--- src/rtl/tsr_cfg.svh ---
`ifndef TSR_CFG_SVH
`define TSR_CFG_SVH

// register select codes carried in the low two pointer bits
`define TSR_SEL_TEMP 2'h0
`define TSR_SEL_CFG 2'h1
`define TSR_SEL_LOW 2'h2
`define TSR_SEL_HIGH 2'h3

// pointer and selection reset values
`define TSR_PTR_RST 8'h00

// limit reset codes at 0.0625 degC per lsb: +75 degC and +80 degC
`define TSR_LOW_RST 13'h04B0
`define TSR_HIGH_RST 13'h0500

// configuration reset values
`define TSR_RATE_RST 2'h2
`define TSR_FAULT_RST 2'h0
`define TSR_RES_BITS 2'h3

// two-wire address: fixed upper five bits, strap fills the low two
`define TSR_ADDR_BASE 5'h12

// bus timeout on scl held low inside a frame
`define TSR_TOUT_MS 30
`define TSR_CLK_KHZ 200000
`define TSR_TOUT_CYC (`TSR_TOUT_MS * `TSR_CLK_KHZ)

`endif

--- src/rtl/tsr_pkg.sv ---
package tsr_pkg;

    // byte-level state of the two-wire slave
    typedef enum logic [2:0] {
        TSR_ST_IDLE,
        TSR_ST_ADDR,
        TSR_ST_PTR,
        TSR_ST_WRD,
        TSR_ST_ACK_TX,
        TSR_ST_RD,
        TSR_ST_ACK_RX
    } tsr_state_t;

    // control fields handed to conversion and alert logic
    typedef struct packed {
        logic [1:0] conversion_rate_field;
        logic [1:0] fault_count_field;
        logic alert_polarity_bit;
        logic alert_mode_bit;
        logic shutdown_bit;
        logic extended_range_bit;
    } tsr_ctrl_t;

endpackage

--- src/rtl/tsr_regmap.sv ---
`timescale 1ns/1ps
`default_nettype none
`include "tsr_cfg.svh"

// How it works
// - scl low 30ms in frame: reset, release
// - 8-bit pointer, low bits pick register
// - pointer select resets to temperature result
// - select 0 temp,1 config,2 low,3 high
// - result read-only, latest conversion, 12/13 bits
// - result sent msb first, host may stop
// - result low bit shows extended range
// - result left-justified, unused low bits zero
// - limits same format, bit 0 zero
// - limits reset to +80 and +75 degC
// - config 16-bit read/write, msb first
// - conversion flag reads 1 when idle
// - resolution bits read 11 always
// - fault count field, default 00
// - polarity bit, default low-active alert
// - alert mode bit, default comparator
// - shutdown bit, default continuous conversion
// - rate field, default 4Hz
// - reads use last pointer value
module tsr_regmap #(
    parameter int unsigned TOUT_CYC = `TSR_TOUT_CYC
) (
    input wire logic i_clk_sys,
    input wire logic i_rst_b,
    input wire logic i_scl,
    input wire logic i_sda,
    output logic o_sda_o,
    output logic o_sda_oe,
    input wire logic [1:0] i_addr_strap,
    input wire logic [12:0] i_temp_code,
    input wire logic i_conv_done,
    input wire logic i_conv_busy,
    input wire logic i_alarm_flag,
    output tsr_pkg::tsr_ctrl_t o_ctrl,
    output logic [12:0] o_lower_limit,
    output logic [12:0] o_upper_limit,
    output logic [1:0] o_reg_sel
);
    import tsr_pkg::*;

    // pin synchronisers: first stage is only read by the second
    logic scl_m_q, scl_s_q, scl_p_q;
    logic sda_m_q, sda_s_q, sda_p_q;
    logic [1:0] strap_m_q, strap_s_q;

    // bus events seen on the synchronised pins
    logic scl_rise, scl_fall, bus_start, bus_stop, tout;

    // slave state
    tsr_state_t st_q, st_d, nxt_q, nxt_d;
    logic [2:0] cnt_q, cnt_d; // bit index in the byte
    logic [7:0] sh_q, sh_d; // receive shift register
    logic [7:0] tx_q, tx_d; // transmit shift register
    logic rw_q, rw_d; // direction from the address byte
    logic byte_q, byte_d; // 0 = msb byte, 1 = lsb byte
    logic ack_q, ack_d; // acknowledge the byte just taken
    logic ph_q, ph_d; // 1 while the ack bit is on the wire
    logic oe_q, oe_d; // sda pulled low
    logic [7:0] hold_q, hold_d; // msb of a register write
    logic [15:0] snap_q, snap_d; // word frozen for the read
    logic in_frame_q; // between start and stop

    // register storage
    logic [7:0] ptr_q; // pointer register
    logic [12:0] temp_q; // latest conversion result
    logic [12:0] low_q, high_q; // alarm limits
    logic conv_flag_q; // conversion flag bit
    tsr_ctrl_t ctrl_q; // writable config fields

    // decode and read formatting
    logic [1:0] sel;
    logic [6:0] my_addr;
    logic [7:0] rx_byte;
    logic [15:0] wr_word, rd_word;
    logic [15:0] temp_word, cfg_word, low_word, high_word;
    logic [12:0] lim_in;
    logic [7:0] rd_byte;
    logic ptr_done, wr_commit;
    logic em;

    // two flops on every pin before any logic looks at it
    always_ff @(posedge i_clk_sys or negedge i_rst_b) begin
        if (!i_rst_b) begin
            {scl_m_q, scl_s_q, scl_p_q} <= 3'h7;
            {sda_m_q, sda_s_q, sda_p_q} <= 3'h7;
            strap_m_q <= 2'h0;
            strap_s_q <= 2'h0;
        end else begin
            {scl_m_q, scl_s_q, scl_p_q} <= {i_scl, scl_m_q, scl_s_q};
            {sda_m_q, sda_s_q, sda_p_q} <= {i_sda, sda_m_q, sda_s_q};
            strap_m_q <= i_addr_strap;
            strap_s_q <= strap_m_q;
        end
    end

    assign scl_rise = scl_s_q && !scl_p_q;
    assign scl_fall = !scl_s_q && scl_p_q;
    // start and stop are sda edges while scl stays high
    assign bus_start = scl_s_q && scl_p_q && sda_p_q && !sda_s_q;
    assign bus_stop = scl_s_q && scl_p_q && !sda_p_q && sda_s_q;
    assign my_addr = {`TSR_ADDR_BASE, strap_s_q};
    assign rx_byte = {sh_q[6:0], sda_s_q};

    // watchdog on scl held low inside a frame
    tsr_timeout #(
        .TOUT_CYC(TOUT_CYC)
    ) i_tsr_timeout (
        .i_clk_sys(i_clk_sys),
        .i_rst_b(i_rst_b),
        .i_arm(in_frame_q && !scl_s_q),
        .o_expired(tout)
    );

    // frame tracking: a timeout ends the frame like a stop
    always_ff @(posedge i_clk_sys or negedge i_rst_b) begin
        if (!i_rst_b) begin
            in_frame_q <= 1'b0;
        end else if (bus_stop || tout) begin
            in_frame_q <= 1'b0;
        end else if (bus_start) begin
            in_frame_q <= 1'b1;
        end
    end

    // register selection and formatting
    assign sel = ptr_q[1:0];
    assign em = ctrl_q.extended_range_bit;
    assign temp_word = em ? {temp_q, 3'h1} : {temp_q[11:0], 4'h0};
    assign low_word = em ? {low_q, 3'h0} : {low_q[11:0], 4'h0};
    assign high_word = em ? {high_q, 3'h0} : {high_q[11:0], 4'h0};
    assign cfg_word = {conv_flag_q, `TSR_RES_BITS, ctrl_q.fault_count_field,
                       ctrl_q.alert_polarity_bit, ctrl_q.alert_mode_bit,
                       ctrl_q.shutdown_bit, ctrl_q.conversion_rate_field,
                       i_alarm_flag, em, 4'h0};
    assign rd_word = (sel == `TSR_SEL_TEMP) ? temp_word :
                     (sel == `TSR_SEL_CFG) ? cfg_word :
                     (sel == `TSR_SEL_LOW) ? low_word : high_word;
    assign rd_byte = byte_q ? snap_q[7:0] : snap_q[15:8];
    assign wr_word = {hold_q, rx_byte};
    // normal range sign-extends the 12-bit code into 13 bits
    assign lim_in = em ? wr_word[15:3] : {wr_word[15], wr_word[15:4]};

    // byte engine: data is sampled on scl rise and driven on scl fall
    always_comb begin
        st_d = st_q;
        nxt_d = nxt_q;
        cnt_d = cnt_q;
        sh_d = sh_q;
        tx_d = tx_q;
        rw_d = rw_q;
        byte_d = byte_q;
        ack_d = ack_q;
        ph_d = ph_q;
        oe_d = oe_q;
        hold_d = hold_q;
        snap_d = snap_q;
        ptr_done = 1'b0;
        wr_commit = 1'b0;
        if (bus_stop || tout) begin
            st_d = TSR_ST_IDLE;
            oe_d = 1'b0;
            ph_d = 1'b0;
        end else if (bus_start) begin
            st_d = TSR_ST_ADDR; // repeated start also lands here
            cnt_d = 3'h0;
            oe_d = 1'b0;
            ph_d = 1'b0;
        end else begin
            case (st_q)
                TSR_ST_ADDR, TSR_ST_PTR, TSR_ST_WRD: begin
                    if (scl_rise) begin
                        sh_d = rx_byte;
                        cnt_d = cnt_q + 3'h1;
                        if (cnt_q == 3'h7) begin
                            st_d = TSR_ST_ACK_TX;
                            ack_d = 1'b1;
                            if (st_q == TSR_ST_ADDR) begin
                                ack_d = (sh_q[6:0] == my_addr);
                                rw_d = sda_s_q;
                                byte_d = 1'b0;
                                // frozen now so both bytes belong together
                                snap_d = rd_word;
                                nxt_d = sda_s_q ? TSR_ST_RD : TSR_ST_PTR;
                            end else if (st_q == TSR_ST_PTR) begin
                                ptr_done = 1'b1;
                                byte_d = 1'b0;
                                nxt_d = TSR_ST_WRD;
                            end else begin
                                hold_d = byte_q ? hold_q : rx_byte;
                                wr_commit = byte_q;
                                byte_d = !byte_q;
                                nxt_d = TSR_ST_WRD;
                            end
                        end
                    end
                end
                TSR_ST_ACK_TX: begin
                    if (scl_fall && !ph_q) begin
                        ph_d = 1'b1;
                        oe_d = ack_q;
                        if (!ack_q) begin
                            st_d = TSR_ST_IDLE; // not ours: stay off the bus
                        end
                    end else if (scl_fall) begin
                        ph_d = 1'b0;
                        cnt_d = 3'h0;
                        st_d = nxt_q;
                        oe_d = 1'b0;
                        if (nxt_q == TSR_ST_RD) begin
                            tx_d = rd_byte;
                            oe_d = !rd_byte[7];
                        end
                    end
                end
                TSR_ST_RD: begin
                    if (scl_fall && cnt_q == 3'h0 && ph_q) begin
                        ph_d = 1'b0;
                        tx_d = rd_byte;
                        oe_d = !rd_byte[7];
                    end else if (scl_fall && cnt_q != 3'h0) begin
                        tx_d = {tx_q[6:0], 1'b0};
                        oe_d = !tx_q[6];
                    end else if (scl_rise) begin
                        cnt_d = cnt_q + 3'h1;
                        if (cnt_q == 3'h7) begin
                            st_d = TSR_ST_ACK_RX;
                        end
                    end
                end
                TSR_ST_ACK_RX: begin
                    if (scl_fall) begin
                        oe_d = 1'b0; // host owns the ack bit
                    end else if (scl_rise) begin
                        cnt_d = 3'h0;
                        byte_d = !byte_q;
                        ph_d = 1'b1; // next fall loads the next byte
                        // a nack lets the host stop after any byte
                        st_d = sda_s_q ? TSR_ST_IDLE : TSR_ST_RD;
                    end
                end
                default: begin
                    st_d = st_q; // idle waits for a start
                end
            endcase
        end
    end

    // slave state registers
    always_ff @(posedge i_clk_sys or negedge i_rst_b) begin
        if (!i_rst_b) begin
            st_q <= TSR_ST_IDLE;
            nxt_q <= TSR_ST_IDLE;
            {cnt_q, rw_q, byte_q, ack_q, ph_q, oe_q} <= 8'h00;
            {sh_q, tx_q, hold_q} <= 24'h000000;
            snap_q <= 16'h0000;
        end else begin
            st_q <= st_d;
            nxt_q <= nxt_d;
            {cnt_q, rw_q, byte_q, ack_q, ph_q, oe_q} <= {cnt_d, rw_d, byte_d, ack_d, ph_d, oe_d};
            {sh_q, tx_q, hold_q} <= {sh_d, tx_d, hold_d};
            snap_q <= snap_d;
        end
    end

    // pointer: all eight bits kept, only the low two decode
    always_ff @(posedge i_clk_sys or negedge i_rst_b) begin
        if (!i_rst_b) begin
            ptr_q <= `TSR_PTR_RST;
        end else if (ptr_done) begin
            ptr_q <= rx_byte;
        end
    end

    // result register: only the converter writes it
    always_ff @(posedge i_clk_sys or negedge i_rst_b) begin
        if (!i_rst_b) begin
            temp_q <= 13'h0000;
            conv_flag_q <= 1'b0;
        end else begin
            conv_flag_q <= !i_conv_busy;
            if (i_conv_done) begin
                temp_q <= i_temp_code;
            end
        end
    end

    // writable registers: a word lands only once its lsb byte arrives
    always_ff @(posedge i_clk_sys or negedge i_rst_b) begin
        if (!i_rst_b) begin
            low_q <= `TSR_LOW_RST;
            high_q <= `TSR_HIGH_RST;
            ctrl_q.conversion_rate_field <= `TSR_RATE_RST;
            ctrl_q.fault_count_field <= `TSR_FAULT_RST;
            ctrl_q.alert_polarity_bit <= 1'b0;
            ctrl_q.alert_mode_bit <= 1'b0;
            ctrl_q.shutdown_bit <= 1'b0;
            ctrl_q.extended_range_bit <= 1'b0;
        end else if (wr_commit) begin
            if (sel == `TSR_SEL_LOW) begin
                low_q <= lim_in;
            end else if (sel == `TSR_SEL_HIGH) begin
                high_q <= lim_in;
            end else if (sel == `TSR_SEL_CFG) begin
                // flag, resolution and alarm bits are not stored
                ctrl_q.fault_count_field <= wr_word[12:11];
                ctrl_q.alert_polarity_bit <= wr_word[10];
                ctrl_q.alert_mode_bit <= wr_word[9];
                ctrl_q.shutdown_bit <= wr_word[8];
                ctrl_q.conversion_rate_field <= wr_word[7:6];
                ctrl_q.extended_range_bit <= wr_word[4];
            end
        end
    end

    // outputs: open drain, so the data level is always low
    assign o_sda_o = 1'b0;
    assign o_sda_oe = oe_q;
    assign o_ctrl = ctrl_q;
    assign o_lower_limit = low_q;
    assign o_upper_limit = high_q;
    assign o_reg_sel = sel;

    // checks
    property p_tout_release;
        @(posedge i_clk_sys) disable iff (!i_rst_b)
        tout |=> (st_q == TSR_ST_IDLE) && !o_sda_oe && !in_frame_q;
    endproperty
    a_tout_release: assert property (p_tout_release) else $error("timeout left bus held");

    property p_ptr_only_on_byte;
        @(posedge i_clk_sys) disable iff (!i_rst_b)
        !$stable(ptr_q) |-> $past(ptr_done) && ptr_q == $past(rx_byte);
    endproperty
    a_ptr_only_on_byte: assert property (p_ptr_only_on_byte) else $error("pointer moved");

    property p_sel_temp_fmt;
        @(posedge i_clk_sys) disable iff (!i_rst_b)
        (sel == `TSR_SEL_TEMP) |-> (em ? rd_word[15:3] == temp_q && rd_word[2:0] == 3'h1
                                       : rd_word[15:4] == temp_q[11:0] && rd_word[3:0] == 4'h0);
    endproperty
    a_sel_temp_fmt: assert property (p_sel_temp_fmt) else $error("result format wrong");

    property p_em_flag;
        @(posedge i_clk_sys) disable iff (!i_rst_b)
        (sel == `TSR_SEL_TEMP) |-> rd_word[0] == em;
    endproperty
    a_em_flag: assert property (p_em_flag) else $error("range flag wrong");

    property p_limit_lsb;
        @(posedge i_clk_sys) disable iff (!i_rst_b)
        sel[1] |-> rd_word[0] == 1'b0 && (em || rd_word[3:0] == 4'h0);
    endproperty
    a_limit_lsb: assert property (p_limit_lsb) else $error("limit low bits set");

    property p_res_bits;
        @(posedge i_clk_sys) disable iff (!i_rst_b)
        (sel == `TSR_SEL_CFG) |-> rd_word[14:13] == 2'h3 && rd_word[15] == conv_flag_q;
    endproperty
    a_res_bits: assert property (p_res_bits) else $error("config read-only bits wrong");

    property p_temp_ro;
        @(posedge i_clk_sys) disable iff (!i_rst_b)
        (wr_commit && sel == `TSR_SEL_TEMP && !i_conv_done) |=> $stable(temp_q);
    endproperty
    a_temp_ro: assert property (p_temp_ro) else $error("result changed by write");

    property p_cfg_write;
        @(posedge i_clk_sys) disable iff (!i_rst_b)
        (wr_commit && sel == `TSR_SEL_CFG) |=>
            ctrl_q.fault_count_field == $past(wr_word[12:11]) &&
            ctrl_q.shutdown_bit == $past(wr_word[8]);
    endproperty
    a_cfg_write: assert property (p_cfg_write) else $error("config write lost");

    property p_msb_first;
        @(posedge i_clk_sys) disable iff (!i_rst_b)
        (st_q == TSR_ST_ACK_TX && ph_q && scl_fall && nxt_q == TSR_ST_RD && !bus_stop && !tout
         && !bus_start) |=> tx_q == snap_q[15:8];
    endproperty
    a_msb_first: assert property (p_msb_first) else $error("read did not start at msb");

endmodule
`default_nettype wire

--- src/rtl/tsr_timeout.sv ---
`timescale 1ns/1ps
`default_nettype none
`include "tsr_cfg.svh"

// counts system cycles while armed, pulses once when the limit is reached
module tsr_timeout #(
    parameter int unsigned TOUT_CYC = `TSR_TOUT_CYC
) (
    input wire logic i_clk_sys,
    input wire logic i_rst_b,
    input wire logic i_arm,
    output logic o_expired
);
    import tsr_pkg::*;

    logic [22:0] cnt_q; // cycles spent armed
    logic [22:0] cnt_d;
    logic hit; // limit reached this cycle

    assign hit = i_arm && (cnt_q == 23'(TOUT_CYC - 1));
    // counter parks one past the last count, so only one pulse leaves per hold
    assign cnt_d = !i_arm ? 23'h000000 :
                   ((cnt_q == 23'(TOUT_CYC)) ? cnt_q : cnt_q + 23'h000001);

    // disarm clears the count, so any scl edge restarts the wait
    always_ff @(posedge i_clk_sys or negedge i_rst_b) begin
        if (!i_rst_b) begin
            cnt_q <= 23'h000000;
            o_expired <= 1'b0;
        end else begin
            cnt_q <= cnt_d;
            o_expired <= hit;
        end
    end

endmodule
`default_nettype wire

--- config.mk ---
export PLATFORM = sky130hd
export DESIGN_NAME = tsr_regmap
export DESIGN_NICKNAME = d
export VERILOG_FILES = /design/src/rtl/tsr_pkg.sv /design/src/rtl/tsr_regmap.sv /design/src/rtl/tsr_timeout.sv
export VERILOG_INCLUDE_DIRS = /design/src /design/src/rtl
export SDC_FILE = /design/constraint.sdc
export NUM_CORES = 1
export LEC_CHECK = 0
export BUFFER_PORTS_ARGS = -buffer_cell sky130_fd_sc_hd__buf_4
export CAP_MARGIN = 10
export CORE_MARGIN = 2
export CORE_UTILIZATION = 50
export CTS_CLUSTER_SIZE = 16
export DETAILED_ROUTE_END_ITERATION = 8
export PLACE_DENSITY = 0.71
export SETUP_SLACK_MARGIN = 0.3
export SYNTH_ARGS = -nofsm -noshare
export SYNTH_HDL_FRONTEND = slang
export SYNTH_SLANG_ARGS = --single-unit
--- constraint.sdc ---
create_clock -name i_clk_sys -period 1.9 [get_ports i_clk_sys]
set_input_delay 0.38 -clock i_clk_sys [delete_from_list [all_inputs] [get_ports i_clk_sys]]
set_output_delay 0.38 -clock i_clk_sys [all_outputs]
set_load 0.02 [all_outputs]
==> results.cfg <==
[outcome]
status = complete, but fails checks
violations = setup timing

[placed_design]
hpwl_um = 11400
place.gp.congestion = 0.874
io_buffers = 58
dp_slack_ps = -32.0
postPlaceCellArea_mm2 = 0.00780
numPlacedInstances = 860

[synthesis]
yosys.cell_count.top_type = dfrtp_1
synth_top_area_share_pct = 45.2
synth_seq_area_share_pct = 50.3
synth_xor_area_share_pct = 3.14
syn_nets = 638
synth_top_family_by_area = multiplexers
synthTopCellsByArea = dfrtp_1 45%, mux2_2 8.4%, mux2i_1 6.4%, dfstp_2 5.1%, mux4_2 3.7%
synthMuxAreaShare_pct = 18.8
netlist_area_mm2 = 0.00670
ys.flop_type = dfrtp_1
synth-compound-area-share_pct = 8.50
synth_edf_count = 0
async_flop_share_pct = 100
synth_top_cells_by_count = 121 x dfrtp_1, 54 x nand2_1, 51 x nor2_1, 50 x mux2_2, 49 x o21ai_0
synth-seq-cells = 134
yosysUniqueCellTypes = 57
synth-simple-area-share_pct = 14.7
synth_area_per_cell_um2 = 11.0
yosys.area_share.adder_pct = 0.934
ys_warn_count = 0
synth_top_area_cell = dfrtp_1
synthCells = 611

[floorplan]
rows = 42
core_area_mm2 = 0.0131
die-area_mm2 = 0.0143
initial_utilization_pct = 51.0
die_h_um = 120
io_pins = 60
die_w_um = 120

[job]
cap_violations = 0

[cts]
htreeDepth = 4
numCtsBuffers = 17
clk_latency_ps = 430
cts_sinks = 134
clk_path_buf_depth = 2
cts_tree = yes
clk_pin_slew_ps = 70
root_buffer = clkbuf_16

[grt]
grt_pass1_vias = 5298
grt_util_met3_pct = 6.18
grt_use_total_pct = 25.1
use_met1_pct = 34.3
grt.busiest_layer = met2
met2_usage_pct = 40.0
antenna_found_initial = 0
grt_pass1_wl_um = 27700
grt_max_degree = 43
grt-ovfl-total = 0

[route]
wl_per_cell_um = 20.2
first_iter_violations = 454
num_vias = 5429
drc = 0
dr.pass1.iters = 8
ant_nets = 0
vias_per_cell = 5.79
wirelength_um = 18900

[power_and_ir_drop]
pwr-share-seq_pct = 43.2
total_power_mw = 7.06
p_sw_mw = 1.76
cellPowerDensity_mw_per_mm2 = 750
power.share.switching_pct = 25.0
p_int_mw = 5.30
clkPwrFrac_pct = 46.8
power.leakage_nw = 4.10
ir_drop_v = 0.000605
p_comb_share_pct = 10.0

[sta]
slew_headroom_pct = 66.6
finalHoldViolCount = 0
clock.fmax_mhz = 517
setup_violations = 10
rsz0062_at_grt = yes
holdWs_ps = 55.3
drv_slew = 0
min_period_over_period_pct = 102
min_period_ps = 1930
setup_tns_ps = -149
worst_slack_ps = -34.4
worstMarginPinSlew_ps = 486
finClkSkew_ps = 15.7

[setup_path]
worstSetupPathType = reg2reg
critPathLaunchType = flop
cp.arrival_ps = 2250
worstSetupStartpoint = cnt_q[0]
reg2reg_from = cnt_q[0]
rr_worst_depth = 7
crit_fanout = 5
end_kind = flop
cp.required_ps = 2210

[hold_path]
hp-start = i_addr_strap[1]
worstHoldPathType = in2reg
holdPathStages = 1

[layout]
fin_cells = 938
fin_util_pct = 71.6
syn_to_final_growth_pct = 40.5
fin_nets = 776
fin_area_mm2 = 0.00941
n_antenna_cell = 0
drive_gt1_share_pct = 47.0
cell type report:
type                       instances  area, µm²
clock buffer                      20        447
clock inverter                    12        143
fill                             873       3730
inverter                          16       60.1
multi-input combinational        423       3640
sequential                       134       3380
tap                              176        220
timing repair buffer             157       1530
logic make-up (layout without fill, tap and decap cells):
logic type | count (synthesis) | after routing
AOI/OAI and AO/OA | 98 | 98
adders and majority gates | 5 | 5
muxes | 105 | 105
other | 1 | 1
buffers and inverters | 54 | 205
xor gates and xnor gates | 24 | 24
DFF | 134 | 134
and+or+nand+nor | 190 | 190
timing repair:
action	4_1_cts	5_1_grt
gates resized for setup	63	81
gates cloned	4	3
setup endpoints to repair	88	100
pin swaps	13	20
buffers inserted	20	18
hold buffers	1	0
hold endpoints to repair	33	0
layer usage:
metal	wire, µm	share of wire (%)	vias up
met5	0	0	-
met4	532	2.8	0
met3	1030	5.4	42
met2	9460	50	198
met1	7920	42	2743
li1	-	-	2446
worst max-delay path, cell delays in order (launching register included):
cell and delay (ps):
dfrtp_1 350, ha_2 200, ha_4 150, nor2b_4 170, and3_4 220, and4b_2 270, buf_6 150, mux2_4 320
power by group through the flow:
stage / Clock [mW] / Combinational, mW / Sequential [mW]
finish: 3.30 / 0.704 / 3.05
CTS: 3.32 / 0.649 / 3.05
global placement: 0 / 0.573 / 3.09
global route: 3.46 / 0.774 / 3.07
floorplan: 0 / 0.359 / 3.07
detailed placement: 0 / 0.592 / 3.09
flip-flops by register name (all words and copies together) (netlist names), 2 cells and up:
register / count
snap_q: 14
sh_q: 7
temp_q: 13
o_lower_limit: 13
o_upper_limit: 13
hold_q: 8
st_q: 3
i_tsr_timeout.cnt_q: 23
strap_m_q: 2
tx_q: 7
nxt_q: 3
ptr_q: 2
strap_s_q: 2
cnt_q: 3
o_ctrl: 7
path summary, 6_finish.rpt:
path	slack [ps]	endpoint
max	-30	o_ctrl[4]
min	60	strap_m_q[1]
max reg2reg	-30	o_ctrl[4]
min reg2reg	350	strap_s_q[1]
max in group asynchronous	790	sda_p_q
min in group asynchronous	450	i_tsr_timeout.cnt_q[8]
cell usage in the layout, fill, tap and decap left out, types with 17 or more instances in the layout:
cell and n:
dfrtp_1 115, o21ai_0 27, mux2i_1 40, clkbuf_16 19, mux2_4 22, nor2_1 37, nand2_1 46, buf_4 114
mux2_2 29, xor2_1 17, buf_6 23
Power figures use the tool's default switching activity.
